File: src/logic/sdcp_pkg.sv
// shared constants and types for the sdram control-pin block
package sdcp_pkg;
  // pin widths
  localparam int DQ_W = 16;
  localparam int BA_W = 2;
  localparam int ADR_W = 13;
  localparam int COL_W = 9;
  localparam int NBANK = 4;
  localparam int LEFT_W = 4;
  // bit positions within the address pins
  localparam int SCOPE_POS = 10;
  localparam int LANE_W = 8;
  // read path stages, one per clock of read latency
  localparam int RD_STAGES = 2;
  // write buffer
  localparam int BUF_W = 18;
  localparam int BUF_D = 8;
  localparam int BUF_AW = 3;
  // apb
  localparam int PADDR_W = 8;
  localparam int PDATA_W = 32;
  localparam logic [7:0] OFS_CTRL = 8'h00;
  localparam logic [7:0] OFS_STATUS = 8'h04;
  localparam logic [7:0] OFS_ERROR = 8'h08;
  localparam logic [7:0] OFS_WDATA = 8'h0c;
  localparam logic [7:0] OFS_PATTERN = 8'h10;
  localparam logic [7:0] OFS_CMDCNT = 8'h14;
  // reset values
  localparam logic [1:0] CTRL_RST = 2'h3;
  localparam logic [15:0] PATTERN_RST = 16'h0000;
  // field positions
  localparam int ST_PWR_LSB = 0;
  localparam int ST_BANK_LSB = 4;
  localparam int ST_BURST_POS = 8;
  localparam int ST_WRITE_POS = 9;
  localparam int ST_RX_POS = 10;
  localparam int ST_BUFRDY_POS = 11;
  localparam int WD_VALID_POS = 31;
  localparam int ERR_CLOSED_POS = 0;
  localparam int ERR_OVF_POS = 1;
  // command code {ras_n, cas_n, we_n}
  typedef enum logic [2:0] {
    SDCP_CMD_MODE = 3'h0,
    SDCP_CMD_REFRESH = 3'h1,
    SDCP_CMD_PRECHARGE = 3'h2,
    SDCP_CMD_ACTIVATE = 3'h3,
    SDCP_CMD_WRITE = 3'h4,
    SDCP_CMD_READ = 3'h5,
    SDCP_CMD_TERMINATE = 3'h6,
    SDCP_CMD_NOP = 3'h7
  } sdcp_cmd_t;
  // power state, codes fixed so software can read them
  typedef enum logic [2:0] {
    SDCP_RUN = 3'h0,
    SDCP_SUSPEND = 3'h1,
    SDCP_PDN_PRE = 3'h2,
    SDCP_PDN_ACT = 3'h3,
    SDCP_SELF_REF = 3'h4
  } sdcp_pwr_t;
endpackage

File: src/logic/sdcp_ctrl.sv
// sdram control-pin behaviour with apb status and write buffer
// Function
// - all inputs captured on rising clock edge
// - each running edge advances output registers, each burst beat the column
// - clock gate high runs, low freezes state
// - bank state picks powerdown, self refresh, suspend
// - clock gate sampled on the rising edge inside powerdown
// - input receivers off in powerdown, self refresh
// - device select high masks every command
// - bursts and masking continue while deselected
// - row, column, write strobes plus select encode
// - masked write bytes are discarded
// - masked read lanes float two clocks later
// - low mask bits 7-0, high 15-8
// - bank select picks target bank
// - scope bit high precharges all banks
// - scope bit requests auto precharge; low bits column
// - activate address selects row and bank
`timescale 1ns/1ps
module sdcp_ctrl (
  input wire logic sys_clk,
  input wire logic srst,
  input wire logic [sdcp_pkg::PADDR_W-1:0] paddr,
  input wire logic psel,
  input wire logic penable,
  input wire logic pwrite,
  input wire logic [sdcp_pkg::PDATA_W-1:0] pwdata,
  output logic [sdcp_pkg::PDATA_W-1:0] prdata,
  output logic pready,
  output logic pslverr,
  input wire logic cke,
  input wire logic cs_n,
  input wire logic ras_n,
  input wire logic cas_n,
  input wire logic we_n,
  input wire logic [sdcp_pkg::BA_W-1:0] ba,
  input wire logic [sdcp_pkg::ADR_W-1:0] addr,
  input wire logic [sdcp_pkg::DQ_W-1:0] dq_in,
  input wire logic low_byte_mask,
  input wire logic high_byte_mask,
  output logic [sdcp_pkg::DQ_W-1:0] dq_out,
  output logic [sdcp_pkg::DQ_W-1:0] dq_oe,
  output logic rx_enable,
  output logic wr_buf_ready
);
  import sdcp_pkg::*;

  //////////////////////////////////////////////////////////////////////////
  // state
  sdcp_pwr_t pwr_r, pwr_nxt;
  logic [NBANK-1:0] open_r, open_nxt;
  logic [ADR_W-1:0] row_r [NBANK];
  logic [ADR_W-1:0] row_nxt [NBANK];
  logic burst_r, burst_nxt;
  logic bwr_r, bwr_nxt;
  logic bap_r, bap_nxt;
  logic [BA_W-1:0] bbank_r, bbank_nxt;
  logic [COL_W-1:0] col_r, col_nxt;
  logic [LEFT_W-1:0] left_r, left_nxt;
  logic p1_valid_r, p1_valid_nxt;
  logic [DQ_W-1:0] p1_data_r, p1_data_nxt;
  logic [1:0] p1_mask_r, p1_mask_nxt;
  logic [DQ_W-1:0] dq_out_r, dq_out_nxt;
  logic [DQ_W-1:0] dq_oe_r, dq_oe_nxt;
  logic rx_enable_r, rx_enable_nxt;
  logic wr_buf_ready_r, wr_buf_ready_nxt;
  logic [1:0] ctrl_r, ctrl_nxt;
  logic [15:0] pattern_r, pattern_nxt;
  logic [1:0] err_r, err_nxt;
  logic [15:0] cmdcnt_r, cmdcnt_nxt;
  logic [PDATA_W-1:0] prdata_r, prdata_nxt;
  logic pready_r, pready_nxt;
  logic pslverr_r, pslverr_nxt;

  // working signals
  sdcp_cmd_t cmd;
  logic advance, cmd_on, start, beat, push, pop, setup, access;
  logic b_wr, b_ap;
  logic ev_closed;
  logic [BA_W-1:0] b_bank;
  logic [COL_W-1:0] b_col;
  logic [LEFT_W-1:0] b_left, blen;
  logic [1:0] mask_now;
  logic buf_in_ready, buf_out_valid;
  logic [BUF_W-1:0] buf_in_data, buf_out_data;
  logic [BUF_AW:0] buf_count;

  //////////////////////////////////////////////////////////////////////////
  // write buffer between the pins and software
  sdcp_fifo #(
    .W(BUF_W),
    .D(BUF_D),
    .AW(BUF_AW)
  ) u_wbuf (
    .clk(sys_clk),
    .srst(srst),
    .in_valid(push),
    .in_ready(buf_in_ready),
    .in_data(buf_in_data),
    .out_valid(buf_out_valid),
    .out_ready(pop),
    .out_data(buf_out_data),
    .count(buf_count)
  );

  //////////////////////////////////////////////////////////////////////////
  // pin side: power state, banks, burst and data path
  always_comb begin
    pwr_nxt = pwr_r;
    open_nxt = open_r;
    row_nxt = row_r;
    burst_nxt = burst_r;
    bwr_nxt = bwr_r;
    bap_nxt = bap_r;
    bbank_nxt = bbank_r;
    col_nxt = col_r;
    left_nxt = left_r;
    p1_valid_nxt = p1_valid_r;
    p1_data_nxt = p1_data_r;
    p1_mask_nxt = p1_mask_r;
    dq_out_nxt = dq_out_r;
    dq_oe_nxt = dq_oe_r;
    err_nxt = err_r;
    cmdcnt_nxt = cmdcnt_r;
    push = 1'b0;
    // command code from the three strobes, sampled this edge
    cmd = sdcp_cmd_t'({ras_n, cas_n, we_n});
    mask_now = {high_byte_mask, low_byte_mask};
    // internal clock runs only in run state with the gate high
    advance = (pwr_r == SDCP_RUN) && cke;
    cmd_on = advance && !cs_n;
    blen = LEFT_W'(1) << ctrl_r;
    start = cmd_on && (cmd == SDCP_CMD_READ || cmd == SDCP_CMD_WRITE)
      && open_r[ba];
    // read or write aimed at a closed bank, raised in the error register
    ev_closed = cmd_on && (cmd == SDCP_CMD_READ || cmd == SDCP_CMD_WRITE)
      && !open_r[ba];
    b_wr = start ? (cmd == SDCP_CMD_WRITE) : bwr_r;
    b_ap = start ? addr[SCOPE_POS] : bap_r;
    b_bank = start ? ba : bbank_r;
    b_col = start ? addr[COL_W-1:0] : col_r;
    b_left = start ? blen : left_r;
    beat = advance && (start || burst_r) &&
      !(cmd_on && cmd == SDCP_CMD_TERMINATE);
    buf_in_data = {~mask_now, dq_in & {{LANE_W{~mask_now[1]}},
      {LANE_W{~mask_now[0]}}}};

    // power state selection from bank state
    unique case (pwr_r)
      SDCP_RUN: begin
        if (!cke) begin
          // a read pipeline still draining counts as a burst
          if (burst_r || p1_valid_r || (|dq_oe_r)) begin
            pwr_nxt = SDCP_SUSPEND;
          end else if (|open_r) begin
            pwr_nxt = SDCP_PDN_ACT;
          end else if (!cs_n && cmd == SDCP_CMD_REFRESH) begin
            pwr_nxt = SDCP_SELF_REF;
          end else begin
            pwr_nxt = SDCP_PDN_PRE;
          end
        end
      end
      SDCP_SUSPEND: begin
        if (cke) begin
          pwr_nxt = SDCP_RUN;
        end
      end
      // gate level alone exits, no command needed
      SDCP_PDN_PRE, SDCP_PDN_ACT, SDCP_SELF_REF: begin
        if (cke) begin
          pwr_nxt = SDCP_RUN;
        end
      end
    endcase

    // commands on the banks
    if (cmd_on && cmd != SDCP_CMD_NOP) begin
      cmdcnt_nxt = cmdcnt_r + 16'h0001;
    end
    if (cmd_on && cmd == SDCP_CMD_ACTIVATE) begin
      open_nxt[ba] = 1'b1;
      row_nxt[ba] = addr;
    end
    if (cmd_on && cmd == SDCP_CMD_PRECHARGE) begin
      if (addr[SCOPE_POS]) begin
        open_nxt = '0;
      end else begin
        open_nxt[ba] = 1'b0;
      end
    end
    if (ev_closed) begin
      err_nxt[ERR_CLOSED_POS] = 1'b1;
    end
    if (cmd_on && cmd == SDCP_CMD_TERMINATE) begin
      burst_nxt = 1'b0;
    end

    // one burst beat per running edge
    if (beat) begin
      col_nxt = b_col + 1'b1;
      left_nxt = b_left - 1'b1;
      bwr_nxt = b_wr;
      bap_nxt = b_ap;
      bbank_nxt = b_bank;
      burst_nxt = (b_left != LEFT_W'(1));
      if (b_left == LEFT_W'(1) && b_ap) begin
        open_nxt[b_bank] = 1'b0;
      end
      push = b_wr && (mask_now != 2'h3);
    end

    // read pipeline, mask delayed alongside the data
    if (advance) begin
      p1_valid_nxt = beat && !b_wr;
      p1_data_nxt = pattern_r ^ {5'h00, b_bank, b_col};
      p1_mask_nxt = mask_now;
      dq_out_nxt = p1_data_r;
      dq_oe_nxt = {{LANE_W{p1_valid_r && !p1_mask_r[1]}},
        {LANE_W{p1_valid_r && !p1_mask_r[0]}}};
    end
    if (push && !buf_in_ready) begin
      err_nxt[ERR_OVF_POS] = 1'b1;
    end
    rx_enable_nxt = (pwr_nxt == SDCP_RUN) ||
      (pwr_nxt == SDCP_SUSPEND);
    wr_buf_ready_nxt = (buf_count < (BUF_AW+1)'(BUF_D - 1)) ||
      (buf_count == (BUF_AW+1)'(BUF_D - 1) && !push);

    // software clear of error flags, a new event wins
    if (access && pwrite && paddr == OFS_ERROR) begin
      err_nxt = err_nxt & ~(pwdata[1:0] & ~{push && !buf_in_ready,
        ev_closed});
    end
  end

  always_ff @(posedge sys_clk) begin
    if (srst) begin
      pwr_r <= SDCP_RUN;
      open_r <= '0;
      row_r <= '{default: '0};
      burst_r <= 1'b0;
      bwr_r <= 1'b0;
      bap_r <= 1'b0;
      bbank_r <= '0;
      col_r <= '0;
      left_r <= '0;
      p1_valid_r <= 1'b0;
      p1_data_r <= '0;
      p1_mask_r <= '0;
      dq_out_r <= '0;
      dq_oe_r <= '0;
      err_r <= '0;
      cmdcnt_r <= '0;
      rx_enable_r <= 1'b1;
      wr_buf_ready_r <= 1'b1;
    end else begin
      pwr_r <= pwr_nxt;
      open_r <= open_nxt;
      row_r <= row_nxt;
      burst_r <= burst_nxt;
      bwr_r <= bwr_nxt;
      bap_r <= bap_nxt;
      bbank_r <= bbank_nxt;
      col_r <= col_nxt;
      left_r <= left_nxt;
      p1_valid_r <= p1_valid_nxt;
      p1_data_r <= p1_data_nxt;
      p1_mask_r <= p1_mask_nxt;
      dq_out_r <= dq_out_nxt;
      dq_oe_r <= dq_oe_nxt;
      err_r <= err_nxt;
      cmdcnt_r <= cmdcnt_nxt;
      rx_enable_r <= rx_enable_nxt;
      wr_buf_ready_r <= wr_buf_ready_nxt;
    end
  end

  //////////////////////////////////////////////////////////////////////////
  // apb slave, one wait-free access phase
  always_comb begin
    setup = psel && !penable;
    access = psel && penable && pready_r;
    pop = access && !pwrite && paddr == OFS_WDATA && buf_out_valid;
    ctrl_nxt = ctrl_r;
    pattern_nxt = pattern_r;
    prdata_nxt = prdata_r;
    pslverr_nxt = 1'b0;
    pready_nxt = setup;
    if (setup) begin
      prdata_nxt = '0;
      unique case (paddr)
        OFS_CTRL: prdata_nxt[1:0] = ctrl_r;
        OFS_STATUS: begin
          prdata_nxt[ST_PWR_LSB +: 3] = pwr_r;
          prdata_nxt[ST_BANK_LSB +: NBANK] = open_r;
          prdata_nxt[ST_BURST_POS] = burst_r;
          prdata_nxt[ST_WRITE_POS] = bwr_r;
          prdata_nxt[ST_RX_POS] = rx_enable_r;
          prdata_nxt[ST_BUFRDY_POS] = wr_buf_ready_r;
        end
        OFS_ERROR: prdata_nxt[1:0] = err_r;
        OFS_WDATA: begin
          prdata_nxt[WD_VALID_POS] = buf_out_valid;
          prdata_nxt[BUF_W-1:0] = buf_out_valid ? buf_out_data : '0;
        end
        OFS_PATTERN: prdata_nxt[15:0] = pattern_r;
        OFS_CMDCNT: prdata_nxt[15:0] = cmdcnt_r;
        default: pslverr_nxt = 1'b1;
      endcase
    end
    // writes take effect at the access edge
    if (access && pwrite) begin
      if (paddr == OFS_CTRL) begin
        ctrl_nxt = pwdata[1:0];
      end
      if (paddr == OFS_PATTERN) begin
        pattern_nxt = pwdata[15:0];
      end
    end
  end

  always_ff @(posedge sys_clk) begin
    if (srst) begin
      ctrl_r <= CTRL_RST;
      pattern_r <= PATTERN_RST;
      prdata_r <= '0;
      pready_r <= 1'b0;
      pslverr_r <= 1'b0;
    end else begin
      ctrl_r <= ctrl_nxt;
      pattern_r <= pattern_nxt;
      prdata_r <= prdata_nxt;
      pready_r <= pready_nxt;
      pslverr_r <= pslverr_nxt;
    end
  end

  // outputs straight from flops
  assign prdata = prdata_r;
  assign pready = pready_r;
  assign pslverr = pslverr_r;
  assign dq_out = dq_out_r;
  assign dq_oe = dq_oe_r;
  assign rx_enable = rx_enable_r;
  assign wr_buf_ready = wr_buf_ready_r;
endmodule // sdcp_ctrl

File: src/logic/sdcp_fifo.sv
// small synchronous fifo with valid/ready on both sides
`timescale 1ns/1ps
module sdcp_fifo #(
  parameter int W = 18,
  parameter int D = 8,
  parameter int AW = 3
) (
  input wire logic clk,
  input wire logic srst,
  input wire logic in_valid,
  output logic in_ready,
  input wire logic [W-1:0] in_data,
  output logic out_valid,
  input wire logic out_ready,
  output logic [W-1:0] out_data,
  output logic [AW:0] count
);
  logic [W-1:0] mem_r [D];
  logic [AW-1:0] wr_ptr_r, wr_ptr_nxt, rd_ptr_r, rd_ptr_nxt;
  logic [AW:0] cnt_r, cnt_nxt;
  logic push, pop;

  // handshake and pointer updates
  always_comb begin
    push = in_valid && (cnt_r != (AW+1)'(D));
    pop = out_ready && (cnt_r != '0);
    wr_ptr_nxt = push ? wr_ptr_r + 1'b1 : wr_ptr_r;
    rd_ptr_nxt = pop ? rd_ptr_r + 1'b1 : rd_ptr_r;
    cnt_nxt = cnt_r + (AW+1)'(push) - (AW+1)'(pop);
  end

  always_ff @(posedge clk) begin
    if (srst) begin
      wr_ptr_r <= '0;
      rd_ptr_r <= '0;
      cnt_r <= '0;
    end else begin
      wr_ptr_r <= wr_ptr_nxt;
      rd_ptr_r <= rd_ptr_nxt;
      cnt_r <= cnt_nxt;
    end
  end

  // storage, no reset needed
  always_ff @(posedge clk) begin
    if (push) begin
      mem_r[wr_ptr_r] <= in_data;
    end
  end

  assign in_ready = (cnt_r != (AW+1)'(D));
  assign out_valid = (cnt_r != '0);
  assign out_data = mem_r[rd_ptr_r];
  assign count = cnt_r;
endmodule // sdcp_fifo

File: config.mk
export PLATFORM = sky130hd
export DESIGN_NAME = sdcp_ctrl
export DESIGN_NICKNAME = d
export VERILOG_FILES = /design/src/logic/sdcp_pkg.sv /design/src/logic/sdcp_ctrl.sv /design/src/logic/sdcp_fifo.sv
export SDC_FILE = /design/constraint.sdc
export NUM_CORES = 1
export LEC_CHECK = 0
export ABC_CLOCK_PERIOD_IN_PS = 9500
export BUFFER_PORTS_ARGS = -buffer_cell sky130_fd_sc_hd__buf_2
export CORE_ASPECT_RATIO = 0.6
export CORE_MARGIN = 2
export CORE_UTILIZATION = 25
export CTS_CLUSTER_DIAMETER = 60
export CTS_CLUSTER_SIZE = 14
export DETAILED_ROUTE_END_ITERATION = 10
export GPL_ROUTABILITY_DRIVEN = 0
export GPL_TIMING_DRIVEN = 1
export HOLD_SLACK_MARGIN = 0.06
export PLACE_DENSITY = 0.45
export SYNTH_ARGS = -nofsm -noshare
export SYNTH_HDL_FRONTEND = slang
export SYNTH_SLANG_ARGS = --single-unit
export TNS_END_PERCENT = 20
File: constraint.sdc
create_clock -name sys_clk -period 9.5 [get_ports sys_clk]
set_input_delay 0.475 -clock sys_clk [delete_from_list [all_inputs] [get_ports sys_clk]]
set_output_delay 0.475 -clock sys_clk [all_outputs]
set_load 0.1 [all_outputs]
==> summary.txt <==
CTS
  – Htree depth: 1
  – Setup Buffers After CTS: 0
  – Clk buf depth: 3
  – Clk Latency, worst-skew pair: 0.53 ns
  – TritonCTS clock tree: yes
  – Num Clock Sinks: 278
  – Post-CTS sizing: 0
  – CTS Hold Buffers Added: 0
  – Clock-pin slew on the worst setup and hold paths: 0.07 ns
  – TritonCTS Buffers: 25
  – Clk root buf: clkbuf_16

Power
  – Leakage: 4.838 nW
  – VDD IR-drop max: 0.0001373 V
  – Total power: 2.415 mW
  – Pwr Density: 169.7 mW/mm^2

Synthesis
  – Synthesized netlist cell count: 1,042
  – Synth cell types: 83
  – Post-synth top area share: 35.13%
  – Mapped Area: 0.01231 mm^2
  – Synth area leaders: edfxtp_1 35%, dfxtp_1 22%, mux4_2 7.1%
  – Synth async-reset ratio: 0%
  – Seq/Total Area, Yosys: 56.92%
  – Ys flop type: edfxtp_1
  – Post-synth EDFFs: 144
  – Syn avg cell area: 11.81 um^2
  – Synthesized flop and latch total: 278
  – Yosys warns: 0
  – Cell taking the most area after synthesis: edfxtp_1

Run
  – Maxcap violations: 0

Final layout
  – Nets: 1,224
  – Most common cell after layout, fill and taps aside: edfxtp_1
  – Proportion of layout cells with a drive suffix above 1: 22.33%
  – Most frequent cells in the layout: 144 x edfxtp_1, 133 x dfxtp_1, 132 x nand2_1
  – P&R area growth vs syn: 15.61%

Floorplan
  – Starting Density: 25.51%
  – Ports: 151
  – Die extent in y: 175.9 um
  – Row cnt: 62
  – Chip width: 290.5 um
  – Die area: 0.05109 mm^2
  – Core area: 0.04825 mm^2

STA
  – Final hold vios: 0
  – Min Clock Period, post-route: 3.722 ns
  – Final TNS setup: 0 ns
  – Peak Freq: 268.7 MHz
  – Number of max-slew violations in the final report: 0
  – Worst slew margin: 27.55%
  – Final worst path period share: 39.18%
  – RSZ-0062 raised after global routing: false
  – Setup Skew: 0.01093 ns
  – Number of setup violations in the final report: 0
  – Slew @ Worst Pin: 1.081 ns

Placement
  – Detail Placement HPWL: 24,860 um
  – # port buffers: 118

Global route
  – GRT Util Overall: 13.47%
  – Total congestion overflow: 0
  – Pin count of the biggest net entering global routing: 74
  – Number of global-route vias before repair: 7,960
  – Antenna violations before repair: 4
  – First-pass GRT wire length: 51,970 um

Route
  – Routed WL: 35,160 um
  – First DRT Iteration DRCs: 717
  – DRT antenna net count: 0
  – First-pass detailed-route iteration total: 5
  – Vias per inst: 4.660
  – DRC: 0
  – Routed vias: 8,322
  – WL per Instance: 19.69 um

Worst setup path
  – Critical path startpoint category: register
  – Crit Path Class: register to register
  – CP Data Arrival Time: 3.94 ns
  – Worst Path Required: 9.72 ns
  – Crit Path Max Fanout: 31
  – Reg-to-Reg End: u_wbuf.mem_r[0][10]
  – CP endpoint kind: register
  – Reg2reg setup slack: 5.78 ns
  – FF-to-FF Start: pwr_r[1]
  – Worst reg-to-reg path cell count: 7

Run status
  – Status: complete, no violations

Worst hold path
  – Hold endpoint: pattern_r[7]
  – Hold_sp: pwdata[7]
  – Worst hold-check path type: input port to register
  – Hold depth: 3
[logic make-up after synthesis]
kind of cell	count (synthesis)	share of synthesized area (%)
AND/OR/NAND/NOR	338	13.87
XOR/XNOR	30	2.134
other	1	0.03046
adder cells (fa/ha/maj)	14	1.484
AO/OA/AOI/OAI	178	9.350
flip-flops	278	56.92
buffers and inverters	113	4.563
multiplexers	90	11.65
[flip-flops by register name, summed over array words and instances, names as in the netlist, 3 cells and up, named ones only]
signal / cells
cmdcnt_r: 16
col_r: 9
dq_out: 16
left_r: 4
open_r: 4
p1_data_r: 16
pattern_r: 16
prdata: 19
pwr_r: 3
u_wbuf.count: 4
u_wbuf.mem_r: 144
u_wbuf.rd_ptr_r: 3
u_wbuf.wr_ptr_r: 3
[stage by stage]
| step | hold WS, ns | utilization (%) | cell area (um^2) | cells | setup slack [ns] |
|---|---|---|---|---|---|
| floorplan | 0.4273 | - | 12360 | 1054 | 5.297 |
| finish | 0.1875 | 29.50 | 14230 | 1786 | 5.778 |
| global placement | 0.4407 | 27.90 | 13460 | 1740 | 5.537 |
| detailed placement | 0.4432 | 27.90 | 13460 | 1740 | 5.532 |
| CTS | 0.1648 | 29.48 | 14220 | 1782 | 5.731 |
| global route | 0.1767 | 29.49 | 14230 | 1785 | 5.539 |
[worst max path at each step]
stage	from	endpoint	slack, ns	cells past startpoint
floorplan	ba[1]	u_wbuf.mem_r[5][0]	5.30	6
global placement	cke	u_wbuf.mem_r[2][6]	5.54	8
detailed placement	cke	u_wbuf.mem_r[0][5]	5.53	8
CTS	pwr_r[0]	u_wbuf.mem_r[0][10]	5.73	7
global route	pwr_r[1]	u_wbuf.mem_r[0][10]	5.54	7
finish	pwr_r[1]	u_wbuf.mem_r[0][10]	5.78	7
[worst max-delay path, cell delays in order (launching register included)]
cell	delay (ns)
dfxtp_1	0.43
nor4b_4	0.30
buf_4	0.36
and3_1	0.48
o211ai_2	0.20
or3_4	0.41
nor3_2	0.83
buf_4	0.38
[cell usage after synthesis, types with 4 or more instances]
library cell and instances:
nor2_1 59, o21ai_0 11, xor2_1 24, edfxtp_1 144
nand3b_1 4, nor3b_1 5, a221oi_1 6, o221ai_1 8
and3_1 8, clkbuf_1 37, xnor2_1 6, nand4_1 13
and2_1 9, o21ai_1 13, ha_1 13, dfxtp_1 134
nor2b_1 22, buf_1 7, a211o_1 6, nand3_1 34
mux2_2 16, buf_4 27, mux4_2 39, inv_1 20
o211a_1 9, nor3_1 15, a31oi_1 12, mux2i_1 30
a21o_1 4, nor4_1 4, nand2_1 132, a21oi_1 76
buf_2 17
[routing by layer]
layer	global-route usage (%)	share of wire, %
met5	0	0.048
met4	3.087	1.7
met3	2.796	5.7
met2	19.57	42
met1	20.32	51
[power breakdown]
part,internal [mW],switching [mW]
Sequential,1.27,0.00670
Combinational,0.0308,0.120
Clock,0.548,0.444
Total,1.84,0.570
[area by class of cell]
| type | count | area [um^2] |
|---|---|---|
| antenna | 4 | 10.01 |
| clock buffer | 35 | 673.1 |
| clock inverter | 7 | 87.58 |
| fill | 4945 | 34020 |
| inverter | 23 | 86.33 |
| multi-input combinational | 663 | 4838 |
| sequential | 278 | 7008 |
| tap | 640 | 800.8 |
| timing repair buffer | 136 | 728.2 |
Power figures use the tool's default switching activity.
